===== src/common/lcd_basic_defs.svh =====
`ifndef LCD_BASIC_DEFS_SVH
`define LCD_BASIC_DEFS_SVH

// Function-setting instruction layout
`define FSET_OPC_HI 7
`define FSET_OPC_LO 5
`define FSET_OPC 3'h1
`define FSET_ZERO_BIT 3
`define FSET_WIDTH_BIT 4
`define FSET_LINES_BIT 2
`define FSET_MUX_BIT 1
`define FSET_ISET_BIT 0
// Set-address instructions (standard group)
`define SET_DISP_BIT 7
`define SET_PAT_HI 7
`define SET_PAT_LO 6
`define SET_PAT_OPC 2'h1
// Control byte of the serial path
`define CTRL_CONT_BIT 7
`define CTRL_RS_BIT 6
// Reset values of the configuration bits
`define RST_WIDTH_PAR 1'h0
`define RST_WIDTH_SER 1'h1
`define RST_LINES 1'h0
`define RST_MUX 1'h0
`define RST_ISET 1'h0
// Busy time of one basic instruction in oscillator cycles
`define EXEC_CYCLES 4'h3
// Memory sizes
`define DISP_WORDS 128
`define PAT_WORDS 128
// Pattern memory keeps bits 4..0
`define PAT_DATA_MASK 8'h1F

`endif


===== src/common/lcd_basic_pkg.sv =====
package lcd_basic_pkg;
  typedef enum logic [1:0] {
    OP_NONE,
    OP_STEP,
    OP_FETCH
  } exec_op_t;
  typedef enum logic {
    MEM_DISPLAY,
    MEM_PATTERN
  } mem_sel_t;
endpackage : lcd_basic_pkg


===== src/hdl/pin_sync.sv =====
`timescale 1ns/1ps
module pin_sync #(
  parameter int W = 1
) (
  input wire logic sys_clk,
  input wire logic rst,
  input wire logic [W-1:0] d,
  output logic [W-1:0] q
);
  logic [W-1:0] meta_r;

  always_ff @(posedge sys_clk or posedge rst) begin
    if (rst) begin
      meta_r <= '0;
      q <= '0;
    end else begin
      meta_r <= d;
      q <= meta_r;
    end
  end
endmodule : pin_sync


===== src/hdl/nibble_pack.sv =====
`timescale 1ns/1ps
// Joins two nibble transfers into one byte, upper nibble first
module nibble_pack (
  input wire logic sys_clk,
  input wire logic rst,
  input wire logic four_bit,
  input wire logic xfer,
  input wire logic [3:0] nib,
  input wire logic [7:0] full,
  input wire logic clear,
  output logic byte_done,
  output logic [7:0] byte_val,
  output logic second_half
);
  logic [3:0] hi_r;
  logic half_r;

  assign second_half = half_r;

  always_ff @(posedge sys_clk or posedge rst) begin
    if (rst) begin
      half_r <= 1'b0;
      hi_r <= 4'h0;
    end else if (clear || !four_bit) begin
      half_r <= 1'b0;
    end else if (xfer) begin
      half_r <= !half_r;
      if (!half_r) begin
        hi_r <= nib;
      end
    end
  end

  always_comb begin
    byte_done = xfer && (!four_bit || half_r);
    byte_val = four_bit ? {hi_r, nib} : full;
  end
endmodule : nibble_pack


===== src/hdl/lcd_basic_instruction_unit.sv =====
`timescale 1ns/1ps
`include "lcd_basic_defs.svh"
// How it works
// - Function set: RS0, write, 001x0xxx
// - Bit 4 picks four or eight bits
// - Four-bit bytes take two transfers
// - Bit 2 picks one or two lines while bit 1 is low
// - Bit 1 picks 1:18 or 1:9 mux
// - Bit 0 picks standard or extended set
// - Serial mode powers up eight-bit wide
// - Status read returns busy and counter
// - Busy high blocks new instructions
// - One counter, loaded by set-address
// - Data read uses last selected memory
// - Read drives register, then steps, prefetches
// - Only set-address and read load register
// - Data write stores, counter steps by one
// - Pattern writes keep bits four to zero
// - Instruction register cannot be read back
// - Serial bytes follow a control byte
module lcd_basic_instruction_unit
  import lcd_basic_pkg::*;
(
  input wire logic sys_clk,
  input wire logic rst,
  // Parallel pins
  input wire logic serial_mode,
  input wire logic strobe,
  input wire logic register_select,
  input wire logic read_not_write,
  input wire logic [7:0] db_in,
  output logic [7:0] db_out,
  output logic [7:0] db_oe,
  // Serial byte path from the bus slave (same clock)
  input wire logic ser_valid,
  input wire logic [7:0] ser_byte,
  input wire logic ser_first,
  output logic [7:0] ser_rd_data,
  // Direction from entry mode (1 = increment)
  input wire logic entry_increment,
  // Configuration and status
  output logic bus_width_bit,
  output logic two_line,
  output logic reduced_mux_bit,
  output logic extended_set,
  output logic busy_indicator,
  output logic [6:0] address_counter,
  output logic mem_is_pattern,
  output logic second_line_off
);
  // ==========================================================
  // Pin synchronisers
  // ==========================================================
  logic strobe_s, rs_s, rnw_s, ser_s;
  logic [7:0] db_s;
  logic strobe_d_r;

  pin_sync #(.W(12)) u_sync (
    .sys_clk(sys_clk),
    .rst(rst),
    .d({strobe, register_select, read_not_write, serial_mode, db_in}),
    .q({strobe_s, rs_s, rnw_s, ser_s, db_s})
  );

  always_ff @(posedge sys_clk or posedge rst) begin
    if (rst) begin
      strobe_d_r <= 1'b0;
    end else begin
      strobe_d_r <= strobe_s;
    end
  end

  logic strobe_fall;
  assign strobe_fall = strobe_d_r && !strobe_s;

  // ==========================================================
  // Byte assembly
  // ==========================================================
  logic par_done, second_half;
  logic [7:0] par_byte;
  logic par_write, par_read_done;
  assign par_write = strobe_fall && !rnw_s && !ser_s;
  assign par_read_done = strobe_fall && rnw_s && !ser_s;

  nibble_pack u_pack (
    .sys_clk(sys_clk),
    .rst(rst),
    .four_bit(!bus_width_bit),
    .xfer(strobe_fall && !ser_s),
    .nib(db_s[7:4]),
    .full(db_s),
    .clear(ser_s),
    .byte_done(par_done),
    .byte_val(par_byte),
    .second_half(second_half)
  );

  // Serial: control byte carries RS for the following byte
  logic ser_rs_r, expect_ctrl_r, ser_byte_cont_r;
  always_ff @(posedge sys_clk or posedge rst) begin
    if (rst) begin
      ser_rs_r <= 1'b0;
      expect_ctrl_r <= 1'b1;
    end else if (ser_valid && ser_first) begin
      expect_ctrl_r <= 1'b1;
    end else if (ser_valid && expect_ctrl_r) begin
      ser_rs_r <= ser_byte[`CTRL_RS_BIT];
      expect_ctrl_r <= 1'b0;
    end else if (ser_valid) begin
      expect_ctrl_r <= ser_byte_cont_r;
    end
  end

  always_ff @(posedge sys_clk or posedge rst) begin
    if (rst) begin
      ser_byte_cont_r <= 1'b0;
    end else if (ser_valid && (expect_ctrl_r || ser_first)) begin
      ser_byte_cont_r <= ser_byte[`CTRL_CONT_BIT];
    end
  end

  logic ser_data;
  assign ser_data = ser_valid && !expect_ctrl_r && !ser_first;

  // One write command per cycle from either path
  logic wr_valid, wr_rs;
  logic [7:0] wr_byte;
  always_comb begin
    wr_valid = (par_write && par_done) || ser_data;
    wr_rs = ser_s ? ser_rs_r : rs_s;
    wr_byte = ser_s ? ser_byte : par_byte;
  end

  // ==========================================================
  // Busy tracking
  // ==========================================================
  logic [3:0] busy_cnt_r;
  assign busy_indicator = (busy_cnt_r != 4'h0);

  logic accept;
  assign accept = wr_valid && !busy_indicator;

  // ==========================================================
  // Decode
  // ==========================================================
  logic is_fset, is_set_disp, is_set_pat, is_data_wr;
  always_comb begin
    is_fset = accept && !wr_rs
      && (wr_byte[`FSET_OPC_HI:`FSET_OPC_LO] == `FSET_OPC)
      && !wr_byte[`FSET_ZERO_BIT];
    is_set_disp = accept && !wr_rs && !extended_set && wr_byte[`SET_DISP_BIT];
    is_set_pat = accept && !wr_rs && !extended_set
      && (wr_byte[`SET_PAT_HI:`SET_PAT_LO] == `SET_PAT_OPC);
    is_data_wr = accept && wr_rs;
  end

  // ==========================================================
  // Function set configuration
  // ==========================================================
  logic width_r, lines_r, mux_r, iset_r;
  logic strap_done_r;

  always_ff @(posedge sys_clk or posedge rst) begin
    if (rst) begin
      width_r <= `RST_WIDTH_PAR;
      lines_r <= `RST_LINES;
      mux_r <= `RST_MUX;
      iset_r <= `RST_ISET;
      strap_done_r <= 1'b0;
    end else begin
      strap_done_r <= 1'b1;
      if (ser_s || (is_fset && strap_done_r)) begin
        width_r <= ser_s ? `RST_WIDTH_SER : wr_byte[`FSET_WIDTH_BIT];
      end
      if (is_fset && strap_done_r) begin
        lines_r <= wr_byte[`FSET_LINES_BIT];
        mux_r <= wr_byte[`FSET_MUX_BIT];
        iset_r <= wr_byte[`FSET_ISET_BIT];
      end
    end
  end

  always_comb begin
    bus_width_bit = width_r;
    two_line = lines_r && !mux_r;
    reduced_mux_bit = mux_r;
    second_line_off = mux_r;
    extended_set = iset_r;
  end

  // ==========================================================
  // Memories, counter and data register
  // ==========================================================
  logic [7:0] disp_mem [`DISP_WORDS];
  logic [7:0] pat_mem [`PAT_WORDS];
  logic [6:0] ac_r;
  logic [7:0] data_r;
  mem_sel_t sel_r;
  exec_op_t op_r;
  logic [6:0] ac_step;

  assign address_counter = ac_r;
  assign mem_is_pattern = (sel_r == MEM_PATTERN);
  assign ac_step = entry_increment ? ac_r + 7'h01 : ac_r - 7'h01;

  logic rd_data_done;
  assign rd_data_done = par_read_done && rs_s && (bus_width_bit || second_half);

  always_ff @(posedge sys_clk) begin
    if (is_data_wr && sel_r == MEM_DISPLAY) begin
      disp_mem[ac_r] <= wr_byte;
    end
    if (is_data_wr && sel_r == MEM_PATTERN) begin
      pat_mem[ac_r] <= wr_byte & `PAT_DATA_MASK;
    end
  end

  always_ff @(posedge sys_clk or posedge rst) begin
    if (rst) begin
      ac_r <= 7'h00;
      sel_r <= MEM_DISPLAY;
      op_r <= OP_NONE;
    end else if (is_set_disp) begin
      ac_r <= wr_byte[6:0];
      sel_r <= MEM_DISPLAY;
      op_r <= OP_FETCH;
    end else if (is_set_pat) begin
      ac_r <= {1'b0, wr_byte[5:0]};
      sel_r <= MEM_PATTERN;
      op_r <= OP_FETCH;
    end else if (is_data_wr) begin
      ac_r <= ac_step;
      op_r <= OP_NONE;
    end else if (rd_data_done && !busy_indicator) begin
      ac_r <= ac_step;
      op_r <= OP_FETCH;
    end else begin
      op_r <= OP_NONE;
    end
  end

  // Data register only reloads on a fetch
  always_ff @(posedge sys_clk or posedge rst) begin
    if (rst) begin
      data_r <= 8'h00;
    end else if (op_r == OP_FETCH) begin
      data_r <= (sel_r == MEM_PATTERN) ? pat_mem[ac_r] : disp_mem[ac_r];
    end
  end

  always_ff @(posedge sys_clk or posedge rst) begin
    if (rst) begin
      busy_cnt_r <= 4'h0;
    end else if (accept || (rd_data_done && !busy_indicator)) begin
      busy_cnt_r <= `EXEC_CYCLES;
    end else if (busy_cnt_r != 4'h0) begin
      busy_cnt_r <= busy_cnt_r - 4'h1;
    end
  end

  // ==========================================================
  // Read path
  // ==========================================================
  logic [7:0] rd_byte;
  always_comb begin
    rd_byte = rs_s ? data_r : {busy_indicator, ac_r};
    ser_rd_data = ser_rs_r ? data_r : {busy_indicator, ac_r};
  end

  always_ff @(posedge sys_clk or posedge rst) begin
    if (rst) begin
      db_out <= 8'h00;
      db_oe <= 8'h00;
    end else if (strobe_s && rnw_s && !ser_s) begin
      db_out <= (!bus_width_bit && second_half) ? {rd_byte[3:0], 4'h0} : rd_byte;
      db_oe <= bus_width_bit ? 8'hFF : 8'hF0;
    end else begin
      db_oe <= 8'h00;
    end
  end

  // ==========================================================
  // Checks
  // ==========================================================
  property p_busy_blocks;
    @(posedge sys_clk) disable iff (rst)
    (busy_indicator && wr_valid && !wr_rs) |=> $stable(width_r) && $stable(iset_r);
  endproperty
  a_busy_blocks: assert property (p_busy_blocks) else $error("config changed while busy");

  property p_busy_len;
    @(posedge sys_clk) disable iff (rst)
    accept |=> busy_indicator [*3] ##1 !busy_indicator;
  endproperty
  a_busy_len: assert property (p_busy_len) else $error("busy length wrong");

  property p_fset_iset;
    @(posedge sys_clk) disable iff (rst)
    (is_fset && strap_done_r) |=> extended_set == $past(wr_byte[0]);
  endproperty
  a_fset_iset: assert property (p_fset_iset) else $error("set select not taken");

  property p_fset_mux;
    @(posedge sys_clk) disable iff (rst)
    (is_fset && strap_done_r) |=> reduced_mux_bit == $past(wr_byte[1]);
  endproperty
  a_fset_mux: assert property (p_fset_mux) else $error("mux bit not taken");

  property p_sl_one_line;
    @(posedge sys_clk) disable iff (rst)
    reduced_mux_bit |-> !two_line;
  endproperty
  a_sl_one_line: assert property (p_sl_one_line) else $error("two lines under 1:9");

  property p_wr_step;
    @(posedge sys_clk) disable iff (rst)
    (is_data_wr && entry_increment) |=> address_counter == $past(ac_r) + 7'h01;
  endproperty
  a_wr_step: assert property (p_wr_step) else $error("counter not stepped");

  property p_setdisp_load;
    @(posedge sys_clk) disable iff (rst)
    is_set_disp |=> address_counter == $past(wr_byte[6:0]) && !mem_is_pattern;
  endproperty
  a_setdisp_load: assert property (p_setdisp_load) else $error("counter not loaded");

  property p_data_hold;
    @(posedge sys_clk) disable iff (rst)
    is_data_wr |=> ##1 $stable(data_r);
  endproperty
  a_data_hold: assert property (p_data_hold) else $error("write changed data register");

  c_fset: cover property (@(posedge sys_clk) disable iff (rst) is_fset);
  c_wr: cover property (@(posedge sys_clk) disable iff (rst) is_data_wr);
  c_rd: cover property (@(posedge sys_clk) disable iff (rst) rd_data_done);
endmodule : lcd_basic_instruction_unit


===== config.mk =====
export PLATFORM = sky130hd
export DESIGN_NAME = lcd_basic_instruction_unit
export DESIGN_NICKNAME = d
export VERILOG_FILES = /design/src/common/lcd_basic_pkg.sv /design/src/hdl/pin_sync.sv /design/src/hdl/nibble_pack.sv /design/src/hdl/lcd_basic_instruction_unit.sv
export VERILOG_INCLUDE_DIRS = /design/src /design/src/common
export SDC_FILE = /design/constraint.sdc
export NUM_CORES = 2
export LEC_CHECK = 0
export BUFFER_PORTS_ARGS = -buffer_cell sky130_fd_sc_hd__buf_4
export CORE_MARGIN = 4
export CORE_UTILIZATION = 25
export CTS_BUF_LIST = sky130_fd_sc_hd__clkbuf_8
export CTS_CLUSTER_DIAMETER = 30
export DETAILED_ROUTE_END_ITERATION = 8
export SYNTH_ARGS = -nofsm -noshare
export SYNTH_HDL_FRONTEND = slang
export SYNTH_HIERARCHICAL = 1
export SYNTH_SLANG_ARGS = --single-unit

===== constraint.sdc =====
create_clock -name sys_clk -period 4.7 [get_ports sys_clk]
set_input_delay 0 -clock sys_clk [delete_from_list [all_inputs] [get_ports sys_clk]]
set_output_delay 0 -clock sys_clk [all_outputs]
set_load 0.02 [all_outputs]

==> results_dict.tcl <==
set metrics [dict create \
    dr.pass1.iters 7 \
    final-hold-violation-count 0 \
    num-fill-cells 26400 \
    cp.arrival_ns 4.95 \
    ir_worst_vdd_mv 0.421 \
    ys.flop_type "edfxtp_1" \
    yosysTopAreaCellShare_pct 73.2 \
    dp_hpwl_mm 137 \
    io_buffer_count 62 \
    antenna_left 0 \
    floorplan.initialDensity_pct 25.2 \
    worstRegToRegCells 9 \
    synth_fa_ha_area_share_pct 0.139 \
    worstSkewPairLatency_ns 1.04 \
    drive_above_1_share_pct 24.1 \
    io_pins 63 \
    area_delta_synth_final_pct 20.3 \
    start_kind "flop" \
    cts.clk_slew.worst_paths_ns 0.06 \
    postCtsSetupRepairBufs 0 \
    vias_per_cell 5.18 \
    syn_nets 4089 \
    path_class "reg -> reg" \
    syn_inst 4057 \
    required_ns 5.56 \
    vias 43300 \
    grt_pass1_vias 42300 \
    grt_max_degree 154 \
    synth_compound_area_share_pct 10.9 \
    fin_setup_tns_ns 0 \
    powerDensity_nw_per_um2 579 \
    finalNonFillerCells 8357 \
    synthMuxAreaShare_pct 6.28 \
    clock.fmax_mhz 245 \
    violations "max-capacitance violations, max-slew violations" \
    crit_fanout 32 \
    cts-root-buf "clkbuf_8" \
    synth_top_area_cell "edfxtp_1" \
    synth_edf_count 1664 \
    drcViolationCount 0 \
    synth-xor-area-share_pct 0.103 \
    whs_path_depth 6 \
    yosysSeqAreaShare_pct 75.7 \
    critPathCaptureType "flop" \
    die_h_um 531 \
    hold_path_class "in -> reg" \
    slew_violations 8 \
    wl_per_cell_um 27.1 \
    period_share_pct 86.9 \
    place_congestion 0.920 \
    cts_sinks 1733 \
    fin_skew_ns 0.0648 \
    synth-seq-cells 1733 \
    status "finished, violations left" \
    final_util_pct 30.3 \
    max-cap-violations 1 \
    die_width_um 531 \
    ys_top_cells_by_count "1664 x edfxtp_1, 362 x nor2_1, 217 x a221oi_1" \
    synth.area.top_cells "edfxtp_1 73%, mux2_2 2.9%, a221oi_1 2.8%" \
    synth_top_family_by_area "compound AO/OA/AOI/OAI gates" \
    ff2ff_setup_slack_ns 0.62 \
    finalCriticalPeriod_ns 4.08 \
    setup_viol 0 \
    async_flop_share_pct 3.98 \
    core.rowCount 191 \
    core_um2 271000 \
    yosys.area_share.simple_pct 4.18 \
    cts-buffers-inserted 362 \
    grt_usage_pct 15.6 \
    htree_levels 5 \
    netlist_area_um2 68300 \
    first_iter_violations 6233 \
    wirelength_mm 227 \
    cts_tree "built" \
    grt_pass1_wl_mm 320 \
    yosysMostFrequentCell "edfxtp_1" \
    dieArea_um2 282000 \
    rsz0062_at_grt "false" \
    power_leakage_nw 26.8 \
    dp_cells 7663 \
    grt_remaining_overflow 0 \
    final_nets 4536 \
    clk_path_buf_depth 4 \
    yosys_warnings 6 \
    postSynthAreaPerCell_um2 16.8 \
    synthDistinctLibCells 92 \
    tightest_slew_ns 1.51 \
    slew-limit-headroom_pct -0.989 \
    antenna_found_initial 9 \
]
-- per-stage QoR --
stage / power, mW / instance area [um2] / hold slack, ns / worst slack [ns]
2_1_floorplan: 24.7 / 68300 / -0.221 / 0.0970
3_3_place_gp: 30.5 / 74000 / -0.0595 / 0.766
3_5_place_dp: 30.5 / 74000 / -0.0587 / 0.718
4_1_cts: 47.3 / 82200 / 0.0402 / 0.720
5_1_grt: 48.8 / 82200 / 0.129 / 0.548
6_report: 47.6 / 82200 / 0.141 / 0.617
-- power by group --
part	internal, mW	leakage, nW	total [mW]	switching (mW)
Sequential	17.2	15.8	17.6	0.435
Clock	9.96	4.00	16.9	6.90
Combinational	4.02	6.99	13.1	9.08
-- worst paths after layout --
check,from,to
worst max-delay path,address_counter[1],data_r[1]
min in group asynchronous,rst,strobe_d_r
max in group asynchronous,rst,u_sync/q[4]
worst max register to register,address_counter[1],data_r[1]
worst min register to register,u_sync/meta_r[4],u_sync/q[4]
worst min-delay path,ser_valid,busy_cnt_r[1]
-- timing repair --
| item | in CTS | in global routing |
|---|---|---|
| hold endpoints to repair | 581 | 0 |
| resized for setup | 0 | 0 |
| hold buffers | 47 | 0 |
-- cell usage in the layout (no fill, tap or decap), types with 62 or more instances in the layout --
cell type	instances
edfxtp_1	1664
a221oi_1	217
a22oi_1	163
nor2_1	362
mux2i_1	120
clkbuf_8	368
clkinv_1	62
buf_4	318
inv_1	72
a21oi_1	149
dfrtp_1	63
nand2_1	146
o21ai_0	80
mux2_2	169
-- registers in the layout, indices dropped and copies added (netlist names), 7 cells and up --
signal / cells
u_sync/q: 12
disp_mem: 1024
db_out: 8
address_counter: 7
u_sync/meta_r: 12
pat_mem: 640
data_r: 8
-- metal layers --
metal  up-vias  global-route usage (%)  routed length [um]
li1      17400                       -                   -
met1     22000                    20.8               87800
met2      3194                    23.3               99300
met3       609                    4.44               27900
met4         6                    7.47               11600
met5         -                       0                 190
-- worst max-delay path: stages (launching register included) --
cell,delay [ns]
dfrtp_4,0.82
buf_4,0.41
nor2b_4,0.18
buf_4,0.25
a221oi_1,0.26
nor2_1,0.10
a2111oi_1,0.53
o31ai_1,0.28
nor4_1,0.86
o211ai_1,0.19
-- logic make-up after synthesis --
logic type | count (synthesis)
DFF | 1733
adders and majority gates | 7
muxes | 352
AOI/OAI and AO/OA | 979
xor gates and xnor gates | 8
other | 1
and+or+nand+nor | 648
buffers and inverters | 329
-- area by class of cell --
class	count	area, um2	share of cell area [%]
Sequential cell	1733	51700	62.9
Multi-Input combinational cell	1995	14900	18.1
Clock buffer	368	5060	6.16
Tap cell	3570	4470	5.44
Timing Repair Buffer	390	3360	4.09
Clock inverter	273	2580	3.14
Inverter	22	95.1	0.116
Antenna cell	6	15.0	0.0183
Power figures use the tool's default switching activity.
